===== src/carrier_gen_pkg.sv =====
package carrier_gen_pkg;

  // ==========================================================================
  // register port
  localparam int          ADDR_W             = 5;
  localparam int          DATA_W             = 16;
  localparam logic [4:0]  PATTERN_LEN_ADDR   = 5'h19;
  localparam logic [4:0]  PATTERN_LOAD_ADDR  = 5'h1a;
  localparam logic [4:0]  DIV_CTRL_ADDR      = 5'h1b;

  // ==========================================================================
  // generator geometry
  localparam int          PATTERN_WORD       = 16;
  localparam int          LEN_W              = 10;
  localparam int          SR_W               = 1024;
  localparam int          MODULES            = 4;

  // ==========================================================================
  // divider control field positions
  localparam int          HIGH_DRIVE_POS     = 12;
  localparam int          GATE_POS           = 11;
  localparam int          GEN_ON_POS         = 10;
  localparam int          CAL_POS            = 9;
  localparam int          CHAN_LSB           = 7;
  localparam int          MOD_DIV_LSB        = 4;
  localparam int          GEN_DIV_LSB        = 0;
  localparam int          LEN_LSB            = 0;

  // ==========================================================================
  // reset values
  localparam logic [11:0] DIV_CTRL_RESET     = 12'h000;
  localparam logic [9:0]  PATTERN_LEN_RESET  = 10'h000;
  localparam logic [15:0] READ_ZERO          = 16'h0000;

  typedef struct packed {
    logic       high_drive_select;
    logic       global_filter_gate;
    logic       generator_on;
    logic [1:0] cal_channel_select;
    logic [2:0] modulator_clk_div;
    logic [3:0] generator_clk_div;
  } div_ctrl_s;

  typedef enum logic [1:0] {
    CAL_IDLE = 2'b01,
    CAL_RUN  = 2'b10
  } cal_state_e;

endpackage : carrier_gen_pkg


===== src/carrier_generator_clock_setup.sv =====
`timescale 1ns/100ps
`default_nettype none

// Contract
// - pattern write shifts register up sixteen
// - pattern port reads back all zero
// - divider bits 15 to 13 read zero
// - bit 12 selects high drive outputs
// - sinc runs when gate and enable set
// - bit 10 switches generator on/off
// - writing one to bit 9 starts calibration
// - bit 9 reads calibration in progress
// - bits 8-7 pick calibration module
// - bits 6-4 divide modulator clock n+1
// - bits 3-0 divide generator clock n+1
// - pattern length sets active register bits
module carrier_generator_clock_setup
  import carrier_gen_pkg::*;
(
  input  wire logic              core_clk,
  input  wire logic              rst_b,
  input  wire logic [ADDR_W-1:0] reg_addr,
  input  wire logic [DATA_W-1:0] reg_wdata,
  input  wire logic              reg_wr,
  input  wire logic              reg_rd,
  output var  logic [DATA_W-1:0] reg_rdata,
  input  wire logic [MODULES-1:0] per_module_filter_on,
  input  wire logic              phase_cal_done,
  output var  logic              carrier_out_a,
  output var  logic              carrier_out_b,
  output var  logic              high_drive_select,
  output var  logic [MODULES-1:0] sinc_run,
  output var  logic              modulator_clk_tick,
  output var  logic              phase_cal_start,
  output var  logic [1:0]        cal_module,
  output var  logic              phase_cal_busy
);

  // ==========================================================================
  // helpers
  // divider terminal count: code 0 hits every cycle, code n every n+1
  function automatic logic div_hit(input logic [3:0] cnt,
                                   input logic [3:0] code);
    div_hit = (cnt >= code);
  endfunction

  // exact match of the register address, shared by write and read decode
  function automatic logic addr_hit(input logic [ADDR_W-1:0] addr,
                                    input logic [ADDR_W-1:0] target);
    addr_hit = (addr == target);
  endfunction

  // ==========================================================================
  // state
  div_ctrl_s        ctrl;
  logic [LEN_W-1:0] pattern_length;
  logic [SR_W-1:0]  shift_pattern_bits;
  logic [LEN_W-1:0] bit_ptr;
  logic [3:0]       gen_cnt;
  logic [2:0]       mod_cnt;
  cal_state_e       cal_state;
  cal_state_e       next_cal_state;

  // ==========================================================================
  // address decode
  wire logic sel_len = addr_hit(reg_addr, PATTERN_LEN_ADDR);
  wire logic sel_pat = addr_hit(reg_addr, PATTERN_LOAD_ADDR);
  wire logic sel_div = addr_hit(reg_addr, DIV_CTRL_ADDR);

  wire logic wr_len  = reg_wr && sel_len;
  wire logic wr_pat  = reg_wr && sel_pat;
  wire logic wr_div  = reg_wr && sel_div;
  wire logic cal_req = wr_div && reg_wdata[CAL_POS];

  wire div_ctrl_s next_ctrl = '{
    high_drive_select:  reg_wdata[HIGH_DRIVE_POS],
    global_filter_gate: reg_wdata[GATE_POS],
    generator_on:       reg_wdata[GEN_ON_POS],
    cal_channel_select: reg_wdata[CHAN_LSB+:2],
    modulator_clk_div:  reg_wdata[MOD_DIV_LSB+:3],
    generator_clk_div:  reg_wdata[GEN_DIV_LSB+:4]
  };

  wire logic [LEN_W-1:0] next_pattern_length = reg_wdata[LEN_LSB+:LEN_W];

  // new word enters at the bottom, the oldest word falls off the top
  wire logic [SR_W-1:0] next_shift_pattern =
    {shift_pattern_bits[SR_W-PATTERN_WORD-1:0], reg_wdata};

  // ==========================================================================
  // divider hits and pattern pointer
  wire logic gen_hit = div_hit(gen_cnt, ctrl.generator_clk_div);
  wire logic mod_hit = div_hit({1'b0, mod_cnt},
                               {1'b0, ctrl.modulator_clk_div});
  wire logic gen_tick = ctrl.generator_on && gen_hit;

  // the generator counter rests at zero while the generator is off
  wire logic [3:0] next_gen_cnt =
    (!ctrl.generator_on || gen_hit) ? 4'h0 : gen_cnt + 4'h1;
  wire logic [2:0] next_mod_cnt = mod_hit ? 3'h0 : mod_cnt + 3'h1;

  // pointer walks from pattern_length down to 0, then wraps
  wire logic [LEN_W-1:0] next_bit_ptr =
    !ctrl.generator_on  ? pattern_length :
    !gen_tick           ? bit_ptr :
    (bit_ptr == '0)     ? pattern_length : bit_ptr - 10'h001;

  // ==========================================================================
  // carrier bit selection
  // pattern bit under the pointer, both outputs quiet while off
  wire logic pattern_bit    = shift_pattern_bits[bit_ptr];
  wire logic next_carrier_a = ctrl.generator_on & pattern_bit;
  wire logic next_carrier_b = ctrl.generator_on & ~pattern_bit;

  // ==========================================================================
  // read mux
  wire logic cal_running = (cal_state == CAL_RUN);

  // bits 15..13 and the status bit assembled around the stored fields
  wire logic [DATA_W-1:0] div_rd = {3'b000,
                                    ctrl.high_drive_select,
                                    ctrl.global_filter_gate,
                                    ctrl.generator_on,
                                    cal_running,
                                    ctrl.cal_channel_select,
                                    ctrl.modulator_clk_div,
                                    ctrl.generator_clk_div};

  wire logic [DATA_W-1:0] len_rd = {6'b000000, pattern_length};

  wire logic [DATA_W-1:0] rd_mux =
    sel_div ? div_rd :
    sel_len ? len_rd :
    READ_ZERO;
  wire logic [DATA_W-1:0] next_rdata = reg_rd ? rd_mux : READ_ZERO;

  // ==========================================================================
  // register writes
  always_ff @(posedge core_clk or negedge rst_b) begin
    if (!rst_b) begin
      ctrl <= DIV_CTRL_RESET;
    end else if (wr_div) begin
      ctrl <= next_ctrl;
    end
  end

  always_ff @(posedge core_clk or negedge rst_b) begin
    if (!rst_b) begin
      pattern_length <= PATTERN_LEN_RESET;
    end else if (wr_len) begin
      pattern_length <= next_pattern_length;
    end
  end

  always_ff @(posedge core_clk or negedge rst_b) begin
    if (!rst_b) begin
      shift_pattern_bits <= '0;
    end else if (wr_pat) begin
      shift_pattern_bits <= next_shift_pattern;
    end
  end

  // ==========================================================================
  // read port, data in the cycle after the strobe only
  always_ff @(posedge core_clk or negedge rst_b) begin
    if (!rst_b) begin
      reg_rdata <= READ_ZERO;
    end else begin
      reg_rdata <= next_rdata;
    end
  end

  // ==========================================================================
  // divider counters
  always_ff @(posedge core_clk or negedge rst_b) begin
    if (!rst_b) begin
      gen_cnt <= 4'h0;
    end else begin
      gen_cnt <= next_gen_cnt;
    end
  end

  always_ff @(posedge core_clk or negedge rst_b) begin
    if (!rst_b) begin
      mod_cnt <= 3'h0;
    end else begin
      mod_cnt <= next_mod_cnt;
    end
  end

  // modulator clock enable, one pulse per divided period
  always_ff @(posedge core_clk or negedge rst_b) begin
    if (!rst_b) begin
      modulator_clk_tick <= 1'b0;
    end else begin
      modulator_clk_tick <= mod_hit;
    end
  end

  // ==========================================================================
  // pattern walk and carrier outputs
  // pointer reloads the length whenever the generator is off
  always_ff @(posedge core_clk or negedge rst_b) begin
    if (!rst_b) begin
      bit_ptr <= PATTERN_LEN_RESET;
    end else begin
      bit_ptr <= next_bit_ptr;
    end
  end

  always_ff @(posedge core_clk or negedge rst_b) begin
    if (!rst_b) begin
      carrier_out_a <= 1'b0;
    end else begin
      carrier_out_a <= next_carrier_a;
    end
  end

  always_ff @(posedge core_clk or negedge rst_b) begin
    if (!rst_b) begin
      carrier_out_b <= 1'b0;
    end else begin
      carrier_out_b <= next_carrier_b;
    end
  end

  // ==========================================================================
  // drive strength select, shared by both carrier outputs
  always_ff @(posedge core_clk or negedge rst_b) begin
    if (!rst_b) begin
      high_drive_select <= 1'b0;
    end else begin
      high_drive_select <= ctrl.high_drive_select;
    end
  end

  // ==========================================================================
  // sinc filter gating per module
  for (genvar m = 0; m < MODULES; m++) begin : g_sinc
    // gate and the module's own enable must both be set
    wire logic run_req = ctrl.global_filter_gate & per_module_filter_on[m];
    always_ff @(posedge core_clk or negedge rst_b) begin
      if (!rst_b) begin
        sinc_run[m] <= 1'b0;
      end else begin
        sinc_run[m] <= run_req;
      end
    end
  end

  // ==========================================================================
  // phase calibration sequencing; a new start wins over a finish
  always_comb begin
    next_cal_state = cal_state;
    case (cal_state)
      CAL_IDLE: begin
        if (cal_req) begin
          next_cal_state = CAL_RUN;
        end
      end
      CAL_RUN: begin
        if (phase_cal_done && !cal_req) begin
          next_cal_state = CAL_IDLE;
        end
      end
      default: begin
        next_cal_state = CAL_IDLE;
      end
    endcase
  end

  always_ff @(posedge core_clk or negedge rst_b) begin
    if (!rst_b) begin
      cal_state      <= CAL_IDLE;
      phase_cal_busy <= 1'b0;
    end else begin
      cal_state      <= next_cal_state;
      phase_cal_busy <= (next_cal_state == CAL_RUN);
    end
  end

  // one start pulse per write of the trigger bit
  always_ff @(posedge core_clk or negedge rst_b) begin
    if (!rst_b) begin
      phase_cal_start <= 1'b0;
    end else begin
      phase_cal_start <= cal_req;
    end
  end

  // module under calibration, latched at each start
  always_ff @(posedge core_clk or negedge rst_b) begin
    if (!rst_b) begin
      cal_module <= 2'b00;
    end else if (cal_req) begin
      cal_module <= reg_wdata[CHAN_LSB+:2];
    end
  end

endmodule // carrier_generator_clock_setup

`default_nettype wire


===== config.mk =====
export PLATFORM = sky130hd
export DESIGN_NAME = carrier_generator_clock_setup
export DESIGN_NICKNAME = d
export VERILOG_FILES = /design/src/carrier_gen_pkg.sv /design/src/carrier_generator_clock_setup.sv
export SDC_FILE = /design/constraint.sdc
export NUM_CORES = 2
export LEC_CHECK = 0
export ABC_CLOCK_PERIOD_IN_PS = 3400
export BUFFER_PORTS_ARGS = -buffer_cell sky130_fd_sc_hd__buf_2
export CAP_MARGIN = 20
export CORE_MARGIN = 4
export CORE_UTILIZATION = 35
export DETAILED_ROUTE_END_ITERATION = 12
export PLACE_DENSITY = 0.6
export SETUP_SLACK_MARGIN = 0.2
export SLEW_MARGIN = 20
export SYNTH_ARGS = -nofsm -noshare
export SYNTH_HDL_FRONTEND = slang
export SYNTH_SLANG_ARGS = --single-unit

===== constraint.sdc =====
create_clock -name core_clk -period 3.4 [get_ports core_clk]
set_input_delay 0.68 -clock core_clk [delete_from_list [all_inputs] [get_ports core_clk]]
set_output_delay 0.68 -clock core_clk [all_outputs]
set_load 0.01 [all_outputs]

* Yosys cells after proc, flatten, opt, wreduce, memory -nomap -nowiden
Index checks and enable logic that the tools add are counted.
** Storage, ports and cells
- Bits in registers :: 1090
- Bits of input ports :: 30
- Output and inout port bits :: 28
** Cells by class
- Add/sub/neg operators :: 3
- $lt $le $gt $ge :: 3
- Eq/ne operators :: 7
- Muxes and demuxes :: 13
- Bitwise operators :: 7
- Reduce and logical (&&, ||, !) cells :: 10
** Operators with widths (count)
- 2-to-1 mux 10 bit :: 4
- 2-to-1 mux 13 bit :: 2
- == test 5 bit, second input constant :: 3
- < comparator 10 x 11 -> 1 bit, second input constant :: 1
- binary-select mux 1 bit (select 10 bit) :: 1
- logical NOT 10 bit :: 1
- subtractor 10 x 1 -> 10 bit, second input constant :: 1
- AND 1 bit :: 6
- logical AND 1 bit :: 6
- adder 4 x 1 -> 4 bit, second input constant :: 1
- == test 2 bit, second input constant :: 2
- >= comparator 4 bit :: 1
- 2-to-1 mux 2 bit :: 2
- 2-to-1 mux 4 bit :: 1
- one-hot mux 2 bit (2 select lines) :: 1
- adder 3 x 1 -> 3 bit, second input constant :: 1
- >= comparator 3 bit :: 1
- 2-to-1 mux 3 bit :: 1
- == test 2 x 1 -> 1 bit, second input constant :: 1
- logical NOT 1 bit :: 2
- != test 2 x 1 -> 1 bit, second input constant :: 1
- logical OR 1 bit :: 1
- 2-to-1 mux 1 bit :: 1
- inverter 1 bit :: 1

* Longest topological paths before layout
- Word-level depth :: 8
- Gate-level depth with buffers :: 14
- Gate-level depth less buffers :: 10

* Least setup slack after synthesis
OpenSTA, ideal clock, no wires.
- Path type :: input -> register
- Start point :: input reg_addr[2]
- End point :: register shift_pattern_bits[692]
- Library setup time :: 125 ps
- Data arrival time :: 2603 ps
- Data required time :: 3275 ps
- Path slack :: 672 ps
- Stages on the path :: 8
- Path buffers :: 4
- Cell sequence :: and3b_1 -> clkbuf_1 -> nand3_1 -> nor2_1 -> clkbuf_1 -> clkbuf_1 -> clkbuf_1 -> mux2_2
** On the way
- Cells in the longest elaborated chain, start to end :: 2
** RTL lines
- from (decl) :: line carrier_generator_clock_setup.sv:22 : input wire logic [ADDR_W-1:0] reg_addr,
- == test 5 bit :: line carrier_generator_clock_setup.sv:50 : addr_hit = (addr == target);
- logical AND 1 bit :: line carrier_generator_clock_setup.sv:71 : wire logic wr_pat = reg_wr && sel_pat;
- to (signal assigned) :: line carrier_generator_clock_setup.sv:159 : shift_pattern_bits <= next_shift_pattern;
- to (decl) :: line carrier_generator_clock_setup.sv:57 : logic [SR_W-1:0] shift_pattern_bits;
No other way between the ends.
A chain may end at the register's enable or synchronous reset.

* Final worst setup path
- Start point :: register bit_ptr[2]
- End point :: register carrier_out_b
** On the way
- Cells in the longest elaborated chain, start to end :: 4
** RTL lines
- from (decl) :: line carrier_generator_clock_setup.sv:58 : logic [LEN_W-1:0] bit_ptr;
- from (signal assigned) :: line carrier_generator_clock_setup.sv:207 : bit_ptr <= next_bit_ptr;
- binary-select mux 1 bit (select 10 bit) :: line carrier_generator_clock_setup.sv:111 : wire logic pattern_bit = shift_pattern_bits[bit_ptr];
- 2-to-1 mux 1 bit (not written as such) :: line carrier_generator_clock_setup.sv:111
- inverter 1 bit :: line carrier_generator_clock_setup.sv:113 : wire logic next_carrier_b = ctrl.generator_on & ~pattern_bit;
- AND 1 bit :: line carrier_generator_clock_setup.sv:113
- via next_carrier_b :: line carrier_generator_clock_setup.sv:113
- to (signal assigned) :: line carrier_generator_clock_setup.sv:223 : carrier_out_b <= next_carrier_b;
- to (decl) :: line carrier_generator_clock_setup.sv:30 : output var logic carrier_out_b,
The timed path passes the listed nets, and every way through them passes these cells. The select of a mux whose other input is x is not followed.

==> results.toml <==
[run_status]
status = "finished, final reports clean"

[clocking]
clkSlewWorstSetupHoldPaths_ps = 70
cts.path.max_buffers = 3
clock-root-buffer = "clkbuf_16"
htree_num_levels = 3
cts.sink_count = 1090
tritoncts.num_buffers = 112
cts_tree = "yes"
worst_skew_pair.late_latency_ps = 740

[layout]
final-instance-count-excl-fill = 5316
synthToLayoutAreaGrowth_pct = 15.67
utilization_pct = 40.85
num-nets-final = 3384
proportion_of_layout_cells_with_a_drive_suffix_above_1_pct = 50.23

[synthesis]
synth_xor_area_share_pct = 0.05326
synth-async-reset-ratio_pct = 100.0
synthesis.area_mm2 = 0.04933
post_synth_and_or_nand_nor_area_fraction_pct = 2.242
synthTopCellsByArea = "dfrtp_1 (55%), mux2_2 (24%), mux4_2 (9.5%)"
synth.yosys.seq_area_share_pct = 55.29
synth.yosys.warnings = 0
post_synth.cell_area_avg_um2 = 15.47
synth.mux.area_fraction_pct = 35.91
ys_ff_latch = 1090
synth_adder_area_share_pct = 0.3297
top_ff_cell_synth = "dfrtp_1"
synthesis.instances = 3188
synth-edff-count = 0
synth-compound-area-share_pct = 3.348
synth_top_family_by_area = "multiplexers"
cell_taking_the_most_area_after_synthesis = "dfrtp_1"
synthDistinctLibCells = 70
yosysTopAreaCellShare_pct = 55.24
yosysMostFrequentCell = "dfrtp_1"
ys_top_cells_by_count = "dfrtp_1 (1089), mux2_2 (1035), mux4_2 (207)"

[timing]
clock.fmax_ghz = 0.3162
relSlewSlack_pct = 54.58
setup_ws_ps = 237.0
tightest_slew_ps = 681.3
timing.final.crit_share_pct = 93.03
fin_setup_tns_ps = 0
rsz0062_at_grt = "no"
worst_clock_skew_ps = 43.40
hold_viol = 0
setup_viol_count_final = 0
final_period_minus_worst_setup_slack_ps = 3163
timing.final.max_slew_violations = 0

[die]
floorplan.initialDensity_pct = 35.31
die-height_um = 383.4
die_area_mm2 = 0.1470
die_w_um = 383.4
io_pins = 58
coreArea_mm2 = 0.1397
floorplan.rows = 137

[setup_path]
setup.worst_path.end_class = "flop"
crit_required_ps = 4020
critPathMostFrequentCell = "buf_4"
crit_fanout = 17
critPathLaunchType = "flop"
crit_arrival_ps = 3780
crit_chain = "buf_4, nor2_4, buf_4, a221oi_1, a22oi_1, o31ai_1, nor4b_2, buf_4, o311ai_4, o31ai_4, a22o_1"
crit_path_top_delay_cell = "dfrtp_4"
critPathKind = "flop to flop"
cpPeakStageDelay_ps = 470
r2r_cells = 11

[global_route]
grt_start_max_net_pins = 120
grt_pass1_vias = 29645
grt.overflow.total = 0
grt_usage_pct = 16.56
initial_antenna_violation_count = 5
grt_first_pass_wirelength_mm = 189.5

[route]
routed_via_density = 5.324
remaining_drc_errors = 0
drtAntennaViolNets = 0
vias = 28302
firstDrtPassIters = 5
met3RoutedLength_mm = 6.076
routed.top_layer = "met5"
post_drt_wl_per_cell_um = 23.04
routed_wirelength_mm = 122.5
drt_iter0_markers = 1900
wl_met2_mm = 57.06
route.layer.met1.wl_mm = 56.12

[power]
p_leak_uw = 0.02678
power.density_cell_area_mw_per_mm2 = 627.9
power.ir.vdd_worst_mv = 0.4611

[placed_design]
dpl.cell_count = 5080
worst_slack_at_placement_ps = -235.6
io_buffers = 54
hpwlAfterDp_mm = 82.71
globalplace.congestion = 0.8074

[hold_path]
holdPathStages = 2
hp-class = "input port to flop"

[job]
drv.max_cap_violation_count = 0
[cell families (layout without fill, tap and decap cells)]
kind of cell             Yosys count  after routing
multiplexers                    1369           1369
flip-flops                      1090           1090
buffers and inverters            245            493
AO/OA/AOI/OAI                    236            236
AND/OR/NAND/NOR                  231            231
adder cells (fa/ha/maj)           13             13
XOR/XNOR                           3              3
other                              1              5
[layer usage]
metal / vias up / GRT usage (%)
li1: 12299 / -
met1: 15259 / 23.46
met2: 549 / 25.92
met3: 193 / 3.359
met4: 2 / 4.563
met5: - / 0
[critical path: cells and delay by family, from the launching register on]
kind | cells | cell delay (ps)
buffers and inverters | 3 | 720
and+or+nand+nor | 2 | 210
AOI/OAI and AO/OA | 6 | 1600
DFF | 1 | 470
[per-stage QoR]
step / area [um^2] / total power [uW] / hold slack, ps
after floorplan: 49340 / 18630 / 366.6
final: 57060 / 35830 / 160.4
after detailed placement: 52730 / 22490 / 381.3
after global placement: 52730 / 22490 / 395.3
after CTS: 56800 / 35860 / 99.37
after global routing: 57060 / 37220 / 124.6
[state kept, by name, summed over array words and instances, names as in the netlist, 2 cells and up]
register / flops
ctrl: 12
bit_ptr: 10
reg_rdata: 13
cal_module: 2
gen_cnt: 4
sinc_run: 4
mod_cnt: 3
shift_pattern_bits: 1024
pattern_length: 10
cal_state: 2
[layout make-up]
class                           count  area, um^2
Antenna cell                        2       5.005
Clock buffer                      166        3359
Clock inverter                     45       595.6
Fill cell                       12833       82640
Inverter                           18       67.56
Multi-Input combinational cell   1855       20780
Sequential cell                  1090       27290
Tap cell                         1876        2347
Timing Repair Buffer              264        2621
[power by group]
part / leakage [uW] / internal, uW / switching (uW) / total, uW
Clock: 0.00195 / 7750 / 5320 / 13100
Sequential: 0.0151 / 13200 / 337 / 13600
Combinational: 0.00968 / 3650 / 5540 / 9190
[what timing repair did]
item	4_1_cts	5_1_grt
cloned	1	3
pin swaps	1	3
hold buffers	1	0
endpoints found under the hold margin	36	0
setup endpoints to repair	2	2
setup buffers	3	15
resized for setup	9	14
[worst paths after layout]
check / from / endpoint / slack, ps
worst max-delay path: bit_ptr[2]$_DFFE_PN0P_ / carrier_out_b$_DFF_PN0_ / 240
min in group asynchronous: rst_b / shift_pattern_bits[535]$_DFFE_PN0P_ / 550
worst min-delay path: per_module_filter_on[0] / sinc_run[0]$_DFF_PN0_ / 160
worst max register to register: bit_ptr[2]$_DFFE_PN0P_ / carrier_out_b$_DFF_PN0_ / 240
max in group asynchronous: rst_b / shift_pattern_bits[775]$_DFFE_PN0P_ / 1740
worst min register to register: ctrl[11]$_DFFE_PN0N_ / high_drive_select$_DFF_PN0_ / 410
[cell usage in the layout, fill, tap and decap left out, types with 11 or more instances in the layout]
cell type and count:
a22oi_1 44, buf_4 150, nor2_1 48, mux2_2 1035, buf_2 53, buf_12 49, mux4_2 208, dfrtp_1 1085
clkbuf_8 29, clkbuf_1 22, nand2_1 78, nand3_1 21, a21oi_1 49, nor3_1 13, bufinv_16 12, o21ai_0 35
clkinv_2 23, clkbuf_16 118, inv_1 12, ha_1 13, nand2b_1 11, a221oi_1 35, mux2i_1 119, and2_1 11
No activity file was read; power rests on OpenSTA's default activity.
